--- src/include/clpp_pkg.sv ---
// Purpose: Shared constants and types for the cascaded legacy interrupt controller pair
// Assumes: One 10 MHz clock, synchronous active-high reset
// Notes:   Core 0 is the master, core 1 the slave
package clpp_pkg;

    localparam int CORE_W      = 8;
    localparam int NUM_CORES   = 2;
    localparam int NUM_LEVELS  = 16;
    localparam int MASTER      = 0;
    localparam int SLAVE       = 1;
    localparam int VEC_BASE_LSB = 3;

    // Level numbers of the specially wired inputs
    localparam int LVL_TIMER   = 0;
    localparam int LVL_KBD     = 1;
    localparam int LVL_CASCADE = 2;
    localparam int LVL_RTC     = 8;
    localparam int LVL_MOUSE   = 12;
    localparam int LVL_FPU     = 13;
    localparam int LVL_IDE_PRI = 14;
    localparam int LVL_IDE_SEC = 15;

    localparam logic [2:0]  CASCADE_INPUT   = 3'h2;
    localparam logic [2:0]  SLAVE_ID        = 3'h2;
    localparam logic [2:0]  SPURIOUS_LEVEL  = 3'h7;
    // Levels 0, 2, 8 and 13 have no edge/level choice
    localparam logic [15:0] FIXED_MODE_LEVELS = 16'h2105;
    // Cascade input follows the slave output as a level
    localparam logic [15:0] FORCED_LEVEL      = 16'h0004;

    localparam logic [7:0]  IRR_RESET  = 8'h00;
    localparam logic [7:0]  ISR_RESET  = 8'h00;
    localparam logic [7:0]  MASK_RESET = 8'hff;
    localparam logic [4:0]  BASE_RESET = 5'h00;

    typedef enum logic [2:0] {
        CLPP_IDLE,
        CLPP_ACK1,
        CLPP_GAP,
        CLPP_ACK2,
        CLPP_DONE
    } clpp_state_t;

    typedef struct packed {
        logic [7:0] pending_request_bits;
        logic [7:0] in_service_bits;
        logic [7:0] request_mask_bits;
    } clpp_core_stat_t;

    typedef struct packed {
        logic [1:0] mask_we;
        logic [1:0] base_we;
        logic [1:0] end_of_service_command;
        logic [7:0] data;
    } clpp_sw_cmd_t;

endpackage

--- src/clpp_top.sv ---
// Purpose: Two cascaded 8-input interrupt controller cores with acknowledge sequencer
// Assumes: All inputs synchronous to sys_clk; serialized link already decoded per level
// Notes:   Init/operation word decoding, rotation, poll and special nested modes live elsewhere
//
// Overview of operation
// - Master and slave cores, eight inputs each
// - Slave output drives master input two
// - Timer, clock and FPU sources wired internally
// - Levels 14/15 from drive pins in legacy
// - Per-level edge/level, except 0,2,8,13
// - Optional latches on levels 12 and 1
// - Request set by edge or level, unmasked
// - Masked levels never raise processor request
// - First pulse moves winner into service
// - Acknowledge cycle makes two internal pulses
// - First pulse freezes requests for resolution
// - Master broadcasts cascade code after pulse one
// - Vector is base plus level code
// - Vanished request returns master level seven
// - Auto mode clears service bit after pulse two
// - Separate vector base per core
// - Code 010 hands vector to slave
// - Fixed priority, in-service blocks lower levels
`timescale 1ns/1ps
module clpp_top
    import clpp_pkg::*;
(
    input  wire logic                    sys_clk,
    input  wire logic                    rst,
    input  wire clpp_sw_cmd_t            sw_cmd,
    input  wire logic                    auto_end_of_service_mode,
    input  wire logic [NUM_LEVELS-1:0]   edge_level_sel,
    input  wire logic                    latch_irq12_en,
    input  wire logic                    latch_irq1_en,
    input  wire logic                    kbd_latch_clear,
    input  wire logic                    timer0_out,
    input  wire logic                    multimedia_timer0,
    input  wire logic                    rtc_irq,
    input  wire logic                    multimedia_timer1,
    input  wire logic                    fpu_error_n,
    input  wire logic [NUM_LEVELS-1:0]   serialized_irq_link,
    input  wire logic                    ide_pri_irq,
    input  wire logic                    ide_sec_irq,
    input  wire logic                    ide_pri_legacy,
    input  wire logic                    ide_sec_legacy,
    input  wire logic                    pci_internal_ack_pulse_n_req,
    output logic                         cpu_irq_out,
    output logic                         internal_ack_pulse_n,
    output logic [2:0]                   cascade_code,
    output logic                         pci_internal_ack_pulse_n_done,
    output logic [7:0]                   pci_internal_ack_pulse_n_vector,
    output clpp_core_stat_t [NUM_CORES-1:0] core_status
);

    // Lowest set bit wins: {found, index}
    function automatic logic [3:0] pick(input logic [7:0] v);
        logic [3:0] r;
        r = 4'h0;
        for (int i = CORE_W - 1; i >= 0; i--) begin
            if (v[i]) begin
                r = {1'b1, 3'(i)};
            end
        end
        return r;
    endfunction

    function automatic logic [7:0] onehot(input logic [3:0] p);
        logic [7:0] r;
        r = 8'h00;
        if (p[3]) begin
            r[p[2:0]] = 1'b1;
        end
        return r;
    endfunction

    // Bits strictly above in priority than the highest in-service level
    function automatic logic [7:0] above(input logic [7:0] isr_v);
        logic [3:0] p;
        p = pick(isr_v);
        return p[3] ? ((8'h01 << p[2:0]) - 8'h01) : 8'hff;
    endfunction

    clpp_state_t          state;
    clpp_state_t          next_state;
    logic [7:0]           pending_request_bits   [NUM_CORES];
    logic [7:0]           in_service_bits   [NUM_CORES];
    logic [7:0]           request_mask_bits   [NUM_CORES];
    logic [4:0]           base  [NUM_CORES];
    logic [NUM_LEVELS-1:0] prev_req;
    logic                 kbd_latch;
    logic                 mouse_latch;
    logic                 fpu_irq;
    logic                 took_m;
    logic                 took_s;
    logic [2:0]           m_idx;
    logic [2:0]           s_idx;
    logic [7:0]           vec_hold;

    logic [NUM_LEVELS-1:0] raw_in;
    logic [NUM_LEVELS-1:0] req_in;
    logic [NUM_LEVELS-1:0] level_mode;
    logic [NUM_LEVELS-1:0] set_req;
    logic [NUM_LEVELS-1:0] drop_req;
    logic [7:0]           elig  [NUM_CORES];
    logic [7:0]           take  [NUM_CORES];
    logic [7:0]           clr_svc [NUM_CORES];
    logic [3:0]           m_pick;
    logic [3:0]           s_pick;
    logic                 frozen;
    logic                 slave_int;
    logic                 slave_resp;
    logic [7:0]           resp_vec;

    // drive pins only in legacy mode
    assign raw_in = {
        ide_sec_legacy ? ide_sec_irq : serialized_irq_link[LVL_IDE_SEC],
        ide_pri_legacy ? ide_pri_irq : serialized_irq_link[LVL_IDE_PRI],
        fpu_irq,
        latch_irq12_en ? mouse_latch : serialized_irq_link[LVL_MOUSE],
        serialized_irq_link[11:9],
        rtc_irq | multimedia_timer1,
        serialized_irq_link[7:3],
        1'b0,
        latch_irq1_en ? kbd_latch : serialized_irq_link[LVL_KBD],
        timer0_out | multimedia_timer0
    };

    // slave output on master input two
    assign slave_int = |elig[SLAVE];
    assign req_in    = raw_in | (FORCED_LEVEL & {NUM_LEVELS{slave_int}});

    // per-level trigger choice with fixed exceptions
    assign level_mode = (edge_level_sel & ~FIXED_MODE_LEVELS) | FORCED_LEVEL;

    // edge or level sets request, mask ignored
    assign set_req  = (level_mode & req_in) | (~level_mode & req_in & ~prev_req);
    assign drop_req = level_mode & ~req_in;

    // requests held still during the sequence
    assign frozen = (state != CLPP_IDLE);

    assign elig[MASTER] = pending_request_bits[MASTER] & ~request_mask_bits[MASTER] & above(in_service_bits[MASTER]);
    assign elig[SLAVE]  = pending_request_bits[SLAVE]  & ~request_mask_bits[SLAVE]  & above(in_service_bits[SLAVE]);
    assign m_pick = pick(elig[MASTER]);
    assign s_pick = pick(elig[SLAVE]);

    // winner moves into service on first pulse
    assign take[MASTER] = (state == CLPP_ACK1) ? onehot(m_pick) : 8'h00;
    assign take[SLAVE]  = (state == CLPP_ACK1 && m_pick == {1'b1, CASCADE_INPUT})
                          ? onehot(s_pick) : 8'h00;

    // slave answers when its code is broadcast
    assign slave_resp = took_m && (cascade_code == SLAVE_ID) && took_s;

    // nothing left pending gives master level seven
    // each core uses its own base
    assign resp_vec = !took_m   ? {base[MASTER], SPURIOUS_LEVEL} :
                      slave_resp ? {base[SLAVE], s_idx} : {base[MASTER], m_idx};

    always_comb begin
        next_state = state;
        case (state)
            CLPP_IDLE: begin
                if (pci_internal_ack_pulse_n_req) begin
                    next_state = CLPP_ACK1;
                end
            end
            CLPP_ACK1: next_state = CLPP_GAP;
            CLPP_GAP:  next_state = CLPP_ACK2;
            CLPP_ACK2: next_state = CLPP_DONE;
            CLPP_DONE: next_state = CLPP_IDLE;
            default:   next_state = CLPP_IDLE;
        endcase
    end

    genvar c;
    generate
        for (c = 0; c < NUM_CORES; c++) begin : g_core
            // auto clear after pulse two, else command
            assign clr_svc[c] =
                (sw_cmd.end_of_service_command[c] ? onehot(pick(in_service_bits[c])) : 8'h00) |
                ((state == CLPP_DONE && auto_end_of_service_mode)
                    ? onehot(c == MASTER ? {took_m, m_idx} : {took_s, s_idx}) : 8'h00);

            always_ff @(posedge sys_clk) begin
                if (rst) begin
                    pending_request_bits[c]  <= IRR_RESET;
                    in_service_bits[c]  <= ISR_RESET;
                    request_mask_bits[c]  <= MASK_RESET;
                    base[c] <= BASE_RESET;
                end else begin
                    pending_request_bits[c] <= frozen ? (pending_request_bits[c] & ~take[c])
                            : ((pending_request_bits[c] & ~drop_req[c*CORE_W +: CORE_W])
                               | set_req[c*CORE_W +: CORE_W]);
                    in_service_bits[c] <= (in_service_bits[c] & ~clr_svc[c]) | take[c];
                    if (sw_cmd.mask_we[c]) begin
                        request_mask_bits[c] <= sw_cmd.data;
                    end
                    if (sw_cmd.base_we[c]) begin
                        base[c] <= sw_cmd.data[7:VEC_BASE_LSB];
                    end
                end
            end

            assign core_status[c] = '{pending_request_bits: pending_request_bits[c], in_service_bits: in_service_bits[c], request_mask_bits: request_mask_bits[c]};
        end
    endgenerate

    // Edge history only advances while not frozen, so an edge during a sequence lands after it
    always_ff @(posedge sys_clk) begin
        if (rst) begin
            prev_req <= 16'h0000;
        end else if (!frozen) begin
            prev_req <= req_in;
        end
    end

    // Set wins over clear on the keyboard and mouse latches
    always_ff @(posedge sys_clk) begin
        if (rst) begin
            kbd_latch   <= 1'b0;
            mouse_latch <= 1'b0;
            fpu_irq     <= 1'b0;
        end else begin
            kbd_latch   <= (kbd_latch & ~kbd_latch_clear) | serialized_irq_link[LVL_KBD];
            mouse_latch <= (mouse_latch & ~kbd_latch_clear) | serialized_irq_link[LVL_MOUSE];
            fpu_irq     <= ~fpu_error_n;
        end
    end

    // two internal pulses per acknowledge cycle
    always_ff @(posedge sys_clk) begin
        if (rst) begin
            state                <= CLPP_IDLE;
            internal_ack_pulse_n <= 1'b1;
        end else begin
            state                <= next_state;
            internal_ack_pulse_n <= !(next_state == CLPP_ACK1 || next_state == CLPP_ACK2);
        end
    end

    // code broadcast at the trailing edge of pulse one
    always_ff @(posedge sys_clk) begin
        if (rst) begin
            cascade_code <= 3'h0;
            took_m       <= 1'b0;
            took_s       <= 1'b0;
            m_idx        <= 3'h0;
            s_idx        <= 3'h0;
        end else if (state == CLPP_ACK1) begin
            cascade_code <= m_pick[2:0];
            took_m       <= m_pick[3];
            took_s       <= |take[SLAVE];
            m_idx        <= m_pick[2:0];
            s_idx        <= s_pick[2:0];
        end
    end

    // vector and completion after pulse two
    always_ff @(posedge sys_clk) begin
        if (rst) begin
            vec_hold        <= 8'h00;
            pci_internal_ack_pulse_n_vector <= 8'h00;
            pci_internal_ack_pulse_n_done   <= 1'b0;
        end else begin
            if (state == CLPP_ACK2) begin
                vec_hold <= resp_vec;
            end
            pci_internal_ack_pulse_n_done <= (state == CLPP_DONE);
            if (state == CLPP_DONE) begin
                pci_internal_ack_pulse_n_vector <= vec_hold;
            end
        end
    end

    // processor request from unmasked pending only
    always_ff @(posedge sys_clk) begin
        if (rst) begin
            cpu_irq_out <= 1'b0;
        end else begin
            cpu_irq_out <= |elig[MASTER];
        end
    end
endmodule

--- config.mk ---
export PLATFORM = sky130hd
export DESIGN_NAME = clpp_top
export DESIGN_NICKNAME = d
export VERILOG_FILES = /design/src/include/clpp_pkg.sv /design/src/clpp_top.sv
export SDC_FILE = /design/constraint.sdc
export NUM_CORES = 1
export LEC_CHECK = 0
export ABC_AREA = 1
export ABC_CLOCK_PERIOD_IN_PS = 3100
export BUFFER_PORTS_ARGS = -buffer_cell sky130_fd_sc_hd__buf_4
export CAP_MARGIN = 40
export CORE_ASPECT_RATIO = 1.4
export CORE_UTILIZATION = 30
export DETAILED_ROUTE_END_ITERATION = 16
export GPL_TIMING_DRIVEN = 0
export PLACE_DENSITY = 0.58
export SLEW_MARGIN = 25
export SYNTH_ARGS = -nofsm -noshare
export SYNTH_HDL_FRONTEND = slang
export SYNTH_SLANG_ARGS = --single-unit
--- constraint.sdc ---
create_clock -name sys_clk -period 3.1 [get_ports sys_clk]
set_clock_uncertainty 0.05 [all_clocks]
set_input_delay 0.775 -clock sys_clk [delete_from_list [all_inputs] [get_ports sys_clk]]
set_output_delay 0.775 -clock sys_clk [all_outputs]
set_load 0.1 [all_outputs]
==> metrics.txt, run 1 <==
FF+latch area=2380 um2; unrepaired setup endpoints after global routing=no; Hold Vio Cnt, Final=0; full die area=18100 um2; Seq/Total Area, Yosys=45.1%; Achievable Freq=0.346 GHz; Slew Viols, Final=0; I/O Buffers=115; pwr/cell area=573 nW/um2; first-pass iteration count of the detailed router=5; diodes inserted=0; maximum vdd drop=0.277 mV; CTS tree=done; Final setup violation count=0; Post-synth EDFFs=26; total gr overflow=0; largest net degree at the start of global routing=21; Tcrit/Tclk final=93.1%; WS Path Type=flip-flop to flip-flop; Fillers=1875; number of global-route vias before repair=4847; Post-Syn Area=5280 um2; actual slew at the worst max-slew pin=701 ps; worst skew pair latency=350 ps; Worst slew margin=52.9%; Leak Pwr=3.05 nW; post-synth cell types=40; TritonCTS buffer count=9; Vias/cell=4.66; dpl hpwl=13200 um; Hold Buf Count CTS=0; DRC viols=0; Initial Util=30.6%; post-cts resize count=0; overall routing resource usage=18.1%; die height=159 um; via count=5054; root buffer cell=clkbuf_16; Synth top area share=30.3%; final setup TNS=0 ps; Longest Clk Path Bufs=2; # clock sinks=106; Area contributors post-synth=dfxtp_1 (30%), edfxtp_1 (15%), nand2_1 (9.5%), inv_1 (8.4%), a21oi_1 (6.2%); outcome=finished clean; multi-input logic area=2340 um2; largest area contributor in the netlist=dfxtp_1; routability congestion estimate=0.884; Pwr Total=3.87 mW; Top Ports=124; Core Box Area=17300 um2; cell count after synthesis=718; First DRT Iteration DRCs=242; Max FO, Critical Path=5; Critical Path AT=3040 ps; HP Class=flip-flop to flip-flop; crit path capture type=flip-flop; Post-CTS Setup Inserts=0; Final ANT Viol Nets=0; first-pass GRT wire length=24800 um; initial antenna violation count=0; most frequent cells after synthesis=nand2_1 (133), inv_1 (118), dfxtp_1 (80); htree depth=3; Max-Cap Viols=0; Top FF cell, synth=dfxtp_1; Critical Path Start Type=flip-flop; mean area per synthesized cell=7.35 um2; Synthesis Warnings=0; synth-to-layout area growth=28.0%; count leader, synth=nand2_1; Final min period=2890 ps; WL per Instance=14.9 um; register bit total from synthesis=106; Critical Path RT=3250 ps; clk slew on worst S/H paths=70 ps; Post-Route WL=16200 um; final net count=908; Site Rows=57; layout cells sized above 1=22.5%; Syn Nets=782; die width=114 um; Async SR Flop Fraction=0%
==> worst paths after layout <==
check | startpoint | end | slack, ps | cells after the start
worst min register to register | prev_req[12] | prev_req[12] | 400 | 2
worst min-delay path | prev_req[12] | prev_req[12] | 400 | 2
worst max-delay path | in_service_bits[1][6] | pending_request_bits[1][7] | 210 | 21
worst max register to register | in_service_bits[1][6] | pending_request_bits[1][7] | 210 | 21
==> state kept, by name (all words and copies together) (netlist names) <==
register                         cells
base                                10
cpu_irq_out                          1
fpu_irq                              1
in_service_bits                     16
internal_ack_pulse_n                 1
kbd_latch                            1
m_idx                                3
mouse_latch                          1
pci_internal_ack_pulse_n_done        1
pci_internal_ack_pulse_n_vector      8
pending_request_bits                16
prev_req                            15
request_mask_bits                   16
s_idx                                3
state                                3
took_m                               1
took_s                               1
vec_hold                             8
==> cell usage in the layout, fill, tap and decap left out, types with 3 or more instances in the layout <==
master,instances
a21oi_1,65
a21oi_2,6
a31oi_1,6
buf_4,115
clkbuf_1,14
clkbuf_16,9
clkinv_1,4
dfxtp_1,78
edfxtp_1,26
inv_1,118
inv_2,6
inv_8,4
nand2_1,133
nand2_2,19
nand3_1,36
nand3_2,6
nand4_1,5
nor2_1,78
nor2_2,3
nor3_1,9
nor3_2,3
o211ai_1,9
o21ai_0,60
o21ai_1,3
o311ai_0,3
==> power breakdown <==
part | internal (mW) | total (mW) | switching, mW
Combinational | 0.249 | 1.03 | 0.785
Clock | 0.654 | 1.23 | 0.574
Sequential | 1.53 | 1.61 | 0.0816
==> layout make-up <==
class,count,share of cell area [%]
sequential,106,35.3
multi-input combinational,466,34.7
timing repair buffer,115,12.8
inverter,129,7.21
tap,236,4.37
clock buffer,9,3.33
clock inverter,7,1.33
buffer,17,0.963
==> per-stage QoR <==
stage | area (um2) | setup WS [ps] | hold slack, ps | std cells | utilization [%]
after global placement | 6440 | 278 | 388 | 1069 | 37.3
after global routing | 6760 | 17.6 | 427 | 1085 | 39.1
after CTS | 6760 | 251 | 404 | 1085 | 39.1
after detailed placement | 6440 | 259 | 394 | 1069 | 37.3
final | 6760 | 214 | 404 | 1085 | 39.1
after floorplan | 5280 | 4.49 | 374 | 718 | -
==> cell families after synthesis <==
group	share of synthesized area (%)
AOI/OAI and AO/OA	16.3
adders and majority gates	0.474
buffers and inverters	10.5
DFF	45.1
muxes	0.427
and+or+nand+nor	27.3
==> routing by layer <==
layer / track usage, % / wire length [um] / vias up
met2: 32.8 / 8420 / 139
met5: 0 / 0 / -
li1: - / - / 2577
met4: 10.0 / 810 / 0
met3: 2.74 / 712 / 52
met1: 19.9 / 6260 / 2286
==> critical path: stages, from the launching register on <==
cell and delay (ps):
dfxtp_1 360, o21ai_0 320, nand3_1 140, nand2_1 150
inv_1 90, nor3_1 190, inv_1 90, ha_1 240
nand2_1 70, inv_1 30, nand2_1 90, nand3_1 80
nand3_1 100, nand2_1 70, nand2_1 80, nand2_1 70
nor2_1 140, inv_1 50, nor2_1 100, nand2_2 90
nand2_1 70, a21oi_1 60
No activity file was read; power rests on OpenSTA's default activity.
==> inputs of run 2 (changes only) <==
--- a/config.mk
+++ b/config.mk
@@ -10,11 +10,10 @@
 export BUFFER_PORTS_ARGS = -buffer_cell sky130_fd_sc_hd__buf_4
 export CAP_MARGIN = 40
 export CORE_ASPECT_RATIO = 1.4
-export CORE_UTILIZATION = 30
+export CORE_UTILIZATION = 24
 export DETAILED_ROUTE_END_ITERATION = 16
 export GPL_TIMING_DRIVEN = 0
-export PLACE_DENSITY = 0.58
-export SLEW_MARGIN = 25
+export PLACE_DENSITY = 0.5
 export SYNTH_ARGS = -nofsm -noshare
 export SYNTH_HDL_FRONTEND = slang
 export SYNTH_SLANG_ARGS = --single-unit
==> metrics.txt, run 2 (synthesized netlist as in run 1, its figures left out) <==
Leak Pwr=3.04 nW (was 3.05 nW); Post-Route WL=17700 um (was 16200 um); Longest Clk Path Bufs=2 (unchanged); routability congestion estimate=0.864 (was 0.884); pwr/cell area=558 nW/um2 (was 573 nW/um2); Core Box Area=21400 um2 (was 17300 um2); critical hold path startpoint=prev_req[10] (was prev_req[12]); Seq pwr share=42.5% (was 41.6%); R2R Path Start=in_service_bits[1][4] (was in_service_bits[1][6]); total gr overflow=0 (unchanged); Switching Share=37.0% (was 37.2%); placed standard-cell area=6510 um2 (was 6440 um2); Tcrit/Tclk final=87.8% (was 93.1%); Final ANT Viol Nets=0 (unchanged); Critical Path AT=2870 ps (was 3040 ps); hold path depth=2 (unchanged); Post-CTS Setup Inserts=0 (unchanged); Internal=2.40 mW (was 2.43 mW); Endpoint, Worst Hold=prev_req[10] (was prev_req[12]); commonest cells after routing, fill and taps aside=nand2_1 (133), inv_1 (118), buf_4 (115), dfxtp_1 (78), nor2_1 (77) (was nand2_1 (133), inv_1 (118), buf_4 (115), nor2_1 (78), dfxtp_1 (78)); CTS tree=done (unchanged); die height=177 um (was 159 um); actual slew at the worst max-slew pin=722 ps (was 701 ps); grt met1 use=18.9% (was 19.9%); Clock power frac=30.0% (was 31.7%); diodes inserted=0 (unchanged); Reg2Reg Depth=22 (was 21); Critical Path RT=3250 ps (about the same); number of global-route vias before repair=4972 (was 4847); die width=127 um (was 114 um); full die area=22600 um2 (was 18100 um2); Global Route met2 Usage=29.1% (was 32.8%); worst skew pair latency=350 ps (about the same); Top Ports=124 (unchanged); I/O Buffers=115 (unchanged); final instance area=6810 um2 (was 6760 um2); P_sw=1.41 mW (was 1.44 mW); First DRT Iteration DRCs=330 (was 242); WL per Instance=15.5 um (was 14.9 um); post-cts resize count=0 (unchanged); Max FO, Critical Path=4 (was 5); final net count=908 (unchanged); Hold Buf Count CTS=0 (unchanged); Fillers=2336 (was 1875); GRT busiest layer=met2 (unchanged); root buffer cell=clkbuf_16 (unchanged); initial antenna violation count=0 (unchanged); Final setup violation count=0 (unchanged); biggest regs=in_service_bits: 16 flops, pending_request_bits: 16 flops, request_mask_bits: 16 flops (unchanged); Worst slew margin=51.9% (was 52.9%); TritonCTS buffer count=9 (unchanged); Site Rows=63 (was 57); Final min period=2720 ps (was 2890 ps); # clock sinks=106 (unchanged); commonest non-fill, non-tap cell in the layout=nand2_1 (unchanged); Critical Path Start Type=flip-flop (unchanged); dpl hpwl=14200 um (was 13200 um); overall routing resource usage=16.0% (was 18.1%); Max-Cap Viols=0 (unchanged); Achievable Freq=0.368 GHz (was 0.346 GHz); worst reg2reg setup slack=380 ps (was 210 ps); largest net degree at the start of global routing=17 (was 21); HP Class=flip-flop to flip-flop (unchanged); hold slack=404 ps (about the same); Hold Vio Cnt, Final=0 (unchanged); Vias/cell=4.47 (was 4.66); outcome=finished clean (unchanged); met3 usage=2.38% (was 2.74%); clk slew on worst S/H paths=80 ps (was 70 ps); via count=5095 (was 5054); crit path capture type=flip-flop (unchanged); maximum vdd drop=0.272 mV (was 0.277 mV); DRC viols=0 (unchanged); r2r endpoint=pending_request_bits[1][7] (unchanged); WS Path Type=flip-flop to flip-flop (unchanged); layout cells sized above 1=22.5% (unchanged); Comb power frac=27.5% (was 26.7%); Slew Viols, Final=0 (unchanged); first-pass GRT wire length=27100 um (was 24800 um); synth-to-layout area growth=29.1% (was 28.0%); htree depth=3 (unchanged); Initial Util=24.7% (was 30.6%); first-pass iteration count of the detailed router=6 (was 5)
## run 2: worst max-delay path: stages, from the launching register on
cell and delay [ps]:
dfxtp_1 380, nor2_1 90, o21ai_1 150, nand3_1 130, nand2_1 150, inv_1 90
nor3_2 160, inv_1 80, ha_1 240, nand2_1 80, inv_1 30, nand2_1 70
nand3_1 70, nand3_1 90, nand2_1 70, nand2_1 80, nand2_1 90, nor2_2 110
inv_1 50, nor2_1 100, nand2_2 80, nand2_1 70, a21oi_1 50
## run 2: power by group through the flow
stage	sequential [mW]	combinational (mW)	clock [mW]
2_1_floorplan	2.02	0.360	0
3_3_place_gp	1.65	1.04	0
3_5_place_dp	1.65	1.05	0
4_1_cts	1.62	1.05	1.18
5_1_grt	1.63	1.12	1.23
6_report	1.62	1.05	1.14
## run 2: worst max-delay path by stage
stage | from | endpoint | slack [ps] | depth (start not counted)
global placement | in_service_bits[1][6] | pending_request_bits[1][7] | 260 | 21
detailed placement | in_service_bits[1][6] | pending_request_bits[1][7] | 230 | 21
CTS | in_service_bits[1][6] | pending_request_bits[1][7] | 200 | 21
floorplan | in_service_bits[1][4] | pending_request_bits[1][7] | 4 | 22
global route | in_service_bits[1][7] | pending_request_bits[1][7] | -10 | 25
finish | in_service_bits[1][4] | pending_request_bits[1][7] | 380 | 22
## run 2: per-stage QoR
step / util [%] / instances / setup WS [ps] / setup TNS [ps] / power [mW]
2_1_floorplan: - / 718 / 4.49 / 0 / 2.38
3_3_place_gp: 30.5 / 1125 / 262 / 0 / 2.69
3_5_place_dp: 30.5 / 1125 / 233 / 0 / 2.70
4_1_cts: 31.8 / 1141 / 204 / 0 / 3.85
5_1_grt: 31.9 / 1141 / -14.0 / -14.0 / 3.99
6_report: 31.9 / 1141 / 380 / 0 / 3.80
## run 2: area by class of cell
cell class                 instances  area, um2  share of cell area (%)
buffer                            17       65.1                   0.955
clock buffer                      13        272                    3.99
clock inverter                     3       21.3                   0.312
inverter                         129        487                    7.14
multi-input combinational        466       2350                    34.5
sequential                       106       2390                    35.0
tap                              292        365                    5.36
timing repair buffer             115        863                    12.7
## run 2: metal layers
layer  routed length (um)  share of wire (%)
met2                 9130                 52
met1                 7400                 42
met5                    0                  0
met3                  780                4.4
met4                  369                2.1
==> inputs of run 3 (changes only) <==
--- a/config.mk
+++ b/config.mk
@@ -7,13 +7,14 @@
 export LEC_CHECK = 0
 export ABC_AREA = 1
 export ABC_CLOCK_PERIOD_IN_PS = 3100
-export BUFFER_PORTS_ARGS = -buffer_cell sky130_fd_sc_hd__buf_4
 export CAP_MARGIN = 40
 export CORE_ASPECT_RATIO = 1.4
 export CORE_UTILIZATION = 24
 export DETAILED_ROUTE_END_ITERATION = 16
+export DONT_BUFFER_PORTS = 1
 export GPL_TIMING_DRIVEN = 0
-export PLACE_DENSITY = 0.5
+export PLACE_DENSITY = 0.45
+export SKIP_LAST_GASP = 1
 export SYNTH_ARGS = -nofsm -noshare
 export SYNTH_HDL_FRONTEND = slang
 export SYNTH_SLANG_ARGS = --single-unit
==> metrics.txt, run 3 (synthesized netlist as in run 1, its figures left out) <==
WL per Instance=16.6 um (was 15.5 um); die width=127 um (unchanged); TritonCTS buffer count=9 (unchanged); root buffer cell=clkbuf_16 (unchanged); R2R Path Start=in_service_bits[1][5] (was in_service_bits[1][4]); Core Box Area=21400 um2 (unchanged); Initial Util=24.7% (unchanged); Critical Path Start Type=flip-flop (unchanged); Longest Clk Path Bufs=2 (unchanged); Tcrit/Tclk final=93.7% (was 87.8%); commonest non-fill, non-tap cell in the layout=nand2_1 (unchanged); Max-Cap Viols=0 (unchanged); Final min period=2910 ps (was 2720 ps); Site Rows=63 (unchanged); final setup TNS=0 ps (unchanged); pwr/cell area=558 nW/um2 (about the same); overall routing resource usage=16.5% (was 16.0%); r2r endpoint=pending_request_bits[1][7] (unchanged); first-pass GRT wire length=27600 um (was 27100 um); first-pass iteration count of the detailed router=4 (was 6); Critical Path AT=3070 ps (was 2870 ps); # clock sinks=106 (unchanged); worst skew pair latency=360 ps (was 350 ps); total gr overflow=0 (unchanged); via count=4895 (was 5095); unrepaired setup endpoints after global routing=yes; maximum vdd drop=0.279 mV (was 0.272 mV); hold path depth=2 (unchanged); actual slew at the worst max-slew pin=761 ps (was 722 ps); outcome=finished clean (unchanged); commonest cells after routing, fill and taps aside=nand2_1 (132), inv_1 (117), dfxtp_1 (77), nor2_1 (76), a21oi_1 (65) (was nand2_1 (133), inv_1 (118), buf_4 (115), dfxtp_1 (78), nor2_1 (77)); Slew Viols, Final=0 (unchanged); worst reg2reg setup slack=190 ps (was 380 ps); dpl hpwl=14500 um (was 14200 um); DRC viols=0 (unchanged); Endpoint, Worst Hold=prev_req[10] (unchanged); Achievable Freq=0.344 GHz (was 0.368 GHz); routability congestion estimate=0.861 (was 0.864); Vias/cell=4.50 (was 4.47); Top Ports=124 (unchanged); number of global-route vias before repair=4854 (was 4972); Reg2Reg Depth=22 (unchanged); clk slew on worst S/H paths=70 ps (was 80 ps); synth-to-layout area growth=38.6% (was 29.1%); largest net degree at the start of global routing=19 (was 17); final instance area=7310 um2 (was 6810 um2); Final setup violation count=0 (unchanged); CTS tree=done (unchanged); critical hold path startpoint=prev_req[10] (unchanged); Pwr Total=4.08 mW (was 3.80 mW); HP Class=flip-flop to flip-flop (unchanged); WS Path Type=flip-flop to flip-flop (unchanged); I/O Buffers=0 (was 115); layout cells sized above 1=18.0% (was 22.5%); die height=177 um (unchanged); initial antenna violation count=0 (unchanged); biggest regs=in_service_bits: 16 flops, pending_request_bits: 16 flops, request_mask_bits: 16 flops (unchanged); placed standard-cell area=6960 um2 (was 6510 um2); hold slack=404 ps (about the same); full die area=22600 um2 (unchanged); Hold Vio Cnt, Final=0 (unchanged); diodes inserted=0 (unchanged); First DRT Iteration DRCs=246 (was 330); Post-Route WL=18000 um (was 17700 um); final net count=854 (was 908); Final ANT Viol Nets=0 (unchanged); Leak Pwr=3.09 nW (was 3.04 nW); Worst slew margin=49.3% (was 51.9%); htree depth=3 (unchanged); Critical Path RT=3260 ps (was 3250 ps); crit path capture type=flip-flop (unchanged); Max FO, Critical Path=4 (unchanged)
run 3: cell count changes in the layout (fill, tap and decap cells not counted), moves of 2 or more:
| cell | previous run | this run |
|---|---|---|
| buf_16 | 0 | 33 |
| buf_4 | 115 | 2 |
| inv_6 | 0 | 2 |
| buf_8 | 0 | 27 |
run 3: layout make-up:
class                      instances  area (um2)
buffer                            17        67.6
clock buffer                      12         268
clock inverter                     4        55.1
fill                            2239       14000
inverter                         129         487
multi-input combinational        466        2360
sequential                       106        2390
tap                              292         365
timing repair buffer              61        1320
run 3: worst max-delay path by stage:
| stage | startpoint | endpoint | slack (ps) | depth (start not counted) |
|---|---|---|---|---|
| floorplan | in_service_bits[1][4] | pending_request_bits[1][7] | 4 | 22 |
| global placement | in_service_bits[0][5] | pending_request_bits[0][5] | -460 | 19 |
| detailed placement | in_service_bits[1][7] | pending_request_bits[1][7] | -100 | 25 |
| CTS | in_service_bits[1][7] | pending_request_bits[1][7] | 60 | 25 |
| global route | in_service_bits[1][7] | pending_request_bits[1][7] | -30 | 25 |
| finish | in_service_bits[1][5] | pending_request_bits[1][7] | 190 | 22 |
run 3: per-layer routing:
| layer | track usage [%] | vias up | part of all wire (%) |
|---|---|---|---|
| li1 | - | 2473 | - |
| met2 | 29.7 | 128 | 51 |
| met3 | 3.08 | 28 | 4.4 |
| met4 | 6.75 | 0 | 2.6 |
| met1 | 19.0 | 2266 | 42 |
| met5 | 0 | - | 0 |
run 3: metrics by stage:
stage                     utilization, %  instances  worst slack, ps
after floorplan                        -        718             4.49
after global placement              26.4       1010             -455
after detailed placement            32.6       1070             -102
after CTS                           34.1       1086             63.2
after global routing                34.2       1087            -34.1
final                               34.2       1087              195
run 3: report_power, final:
| group | switching, mW | leakage [nW] | total (mW) | internal, mW |
|---|---|---|---|---|
| Clock | 0.557 | 0.155 | 1.26 | 0.705 |
| Combinational | 0.782 | 2.02 | 1.16 | 0.381 |
| Sequential | 0.129 | 0.915 | 1.66 | 1.53 |
run 3: repair_timing:
action / CTS / global route
cloned: 0 / 0
setup endpoints to repair: 6 / 15
setup buffers: 0 / 1
hold buffers: 0 / 0
gates resized for setup: 2 / 9
run 3: critical path, cell delays in order, from the launching register on:
cell	delay, ps
dfxtp_4	540
nor2_1	120
o21ai_0	150
nand3_1	160
nand2_2	130
inv_1	80
nor3_2	160
inv_1	80
ha_2	210
nand2_1	70
inv_1	30
nand2_1	80
nand3_1	80
nand3_1	90
nand2_1	80
nand2_1	80
nand2_1	80
nor2_2	130
inv_1	40
nor2_1	100
nand2_2	80
nand2_1	70
a21oi_1	50
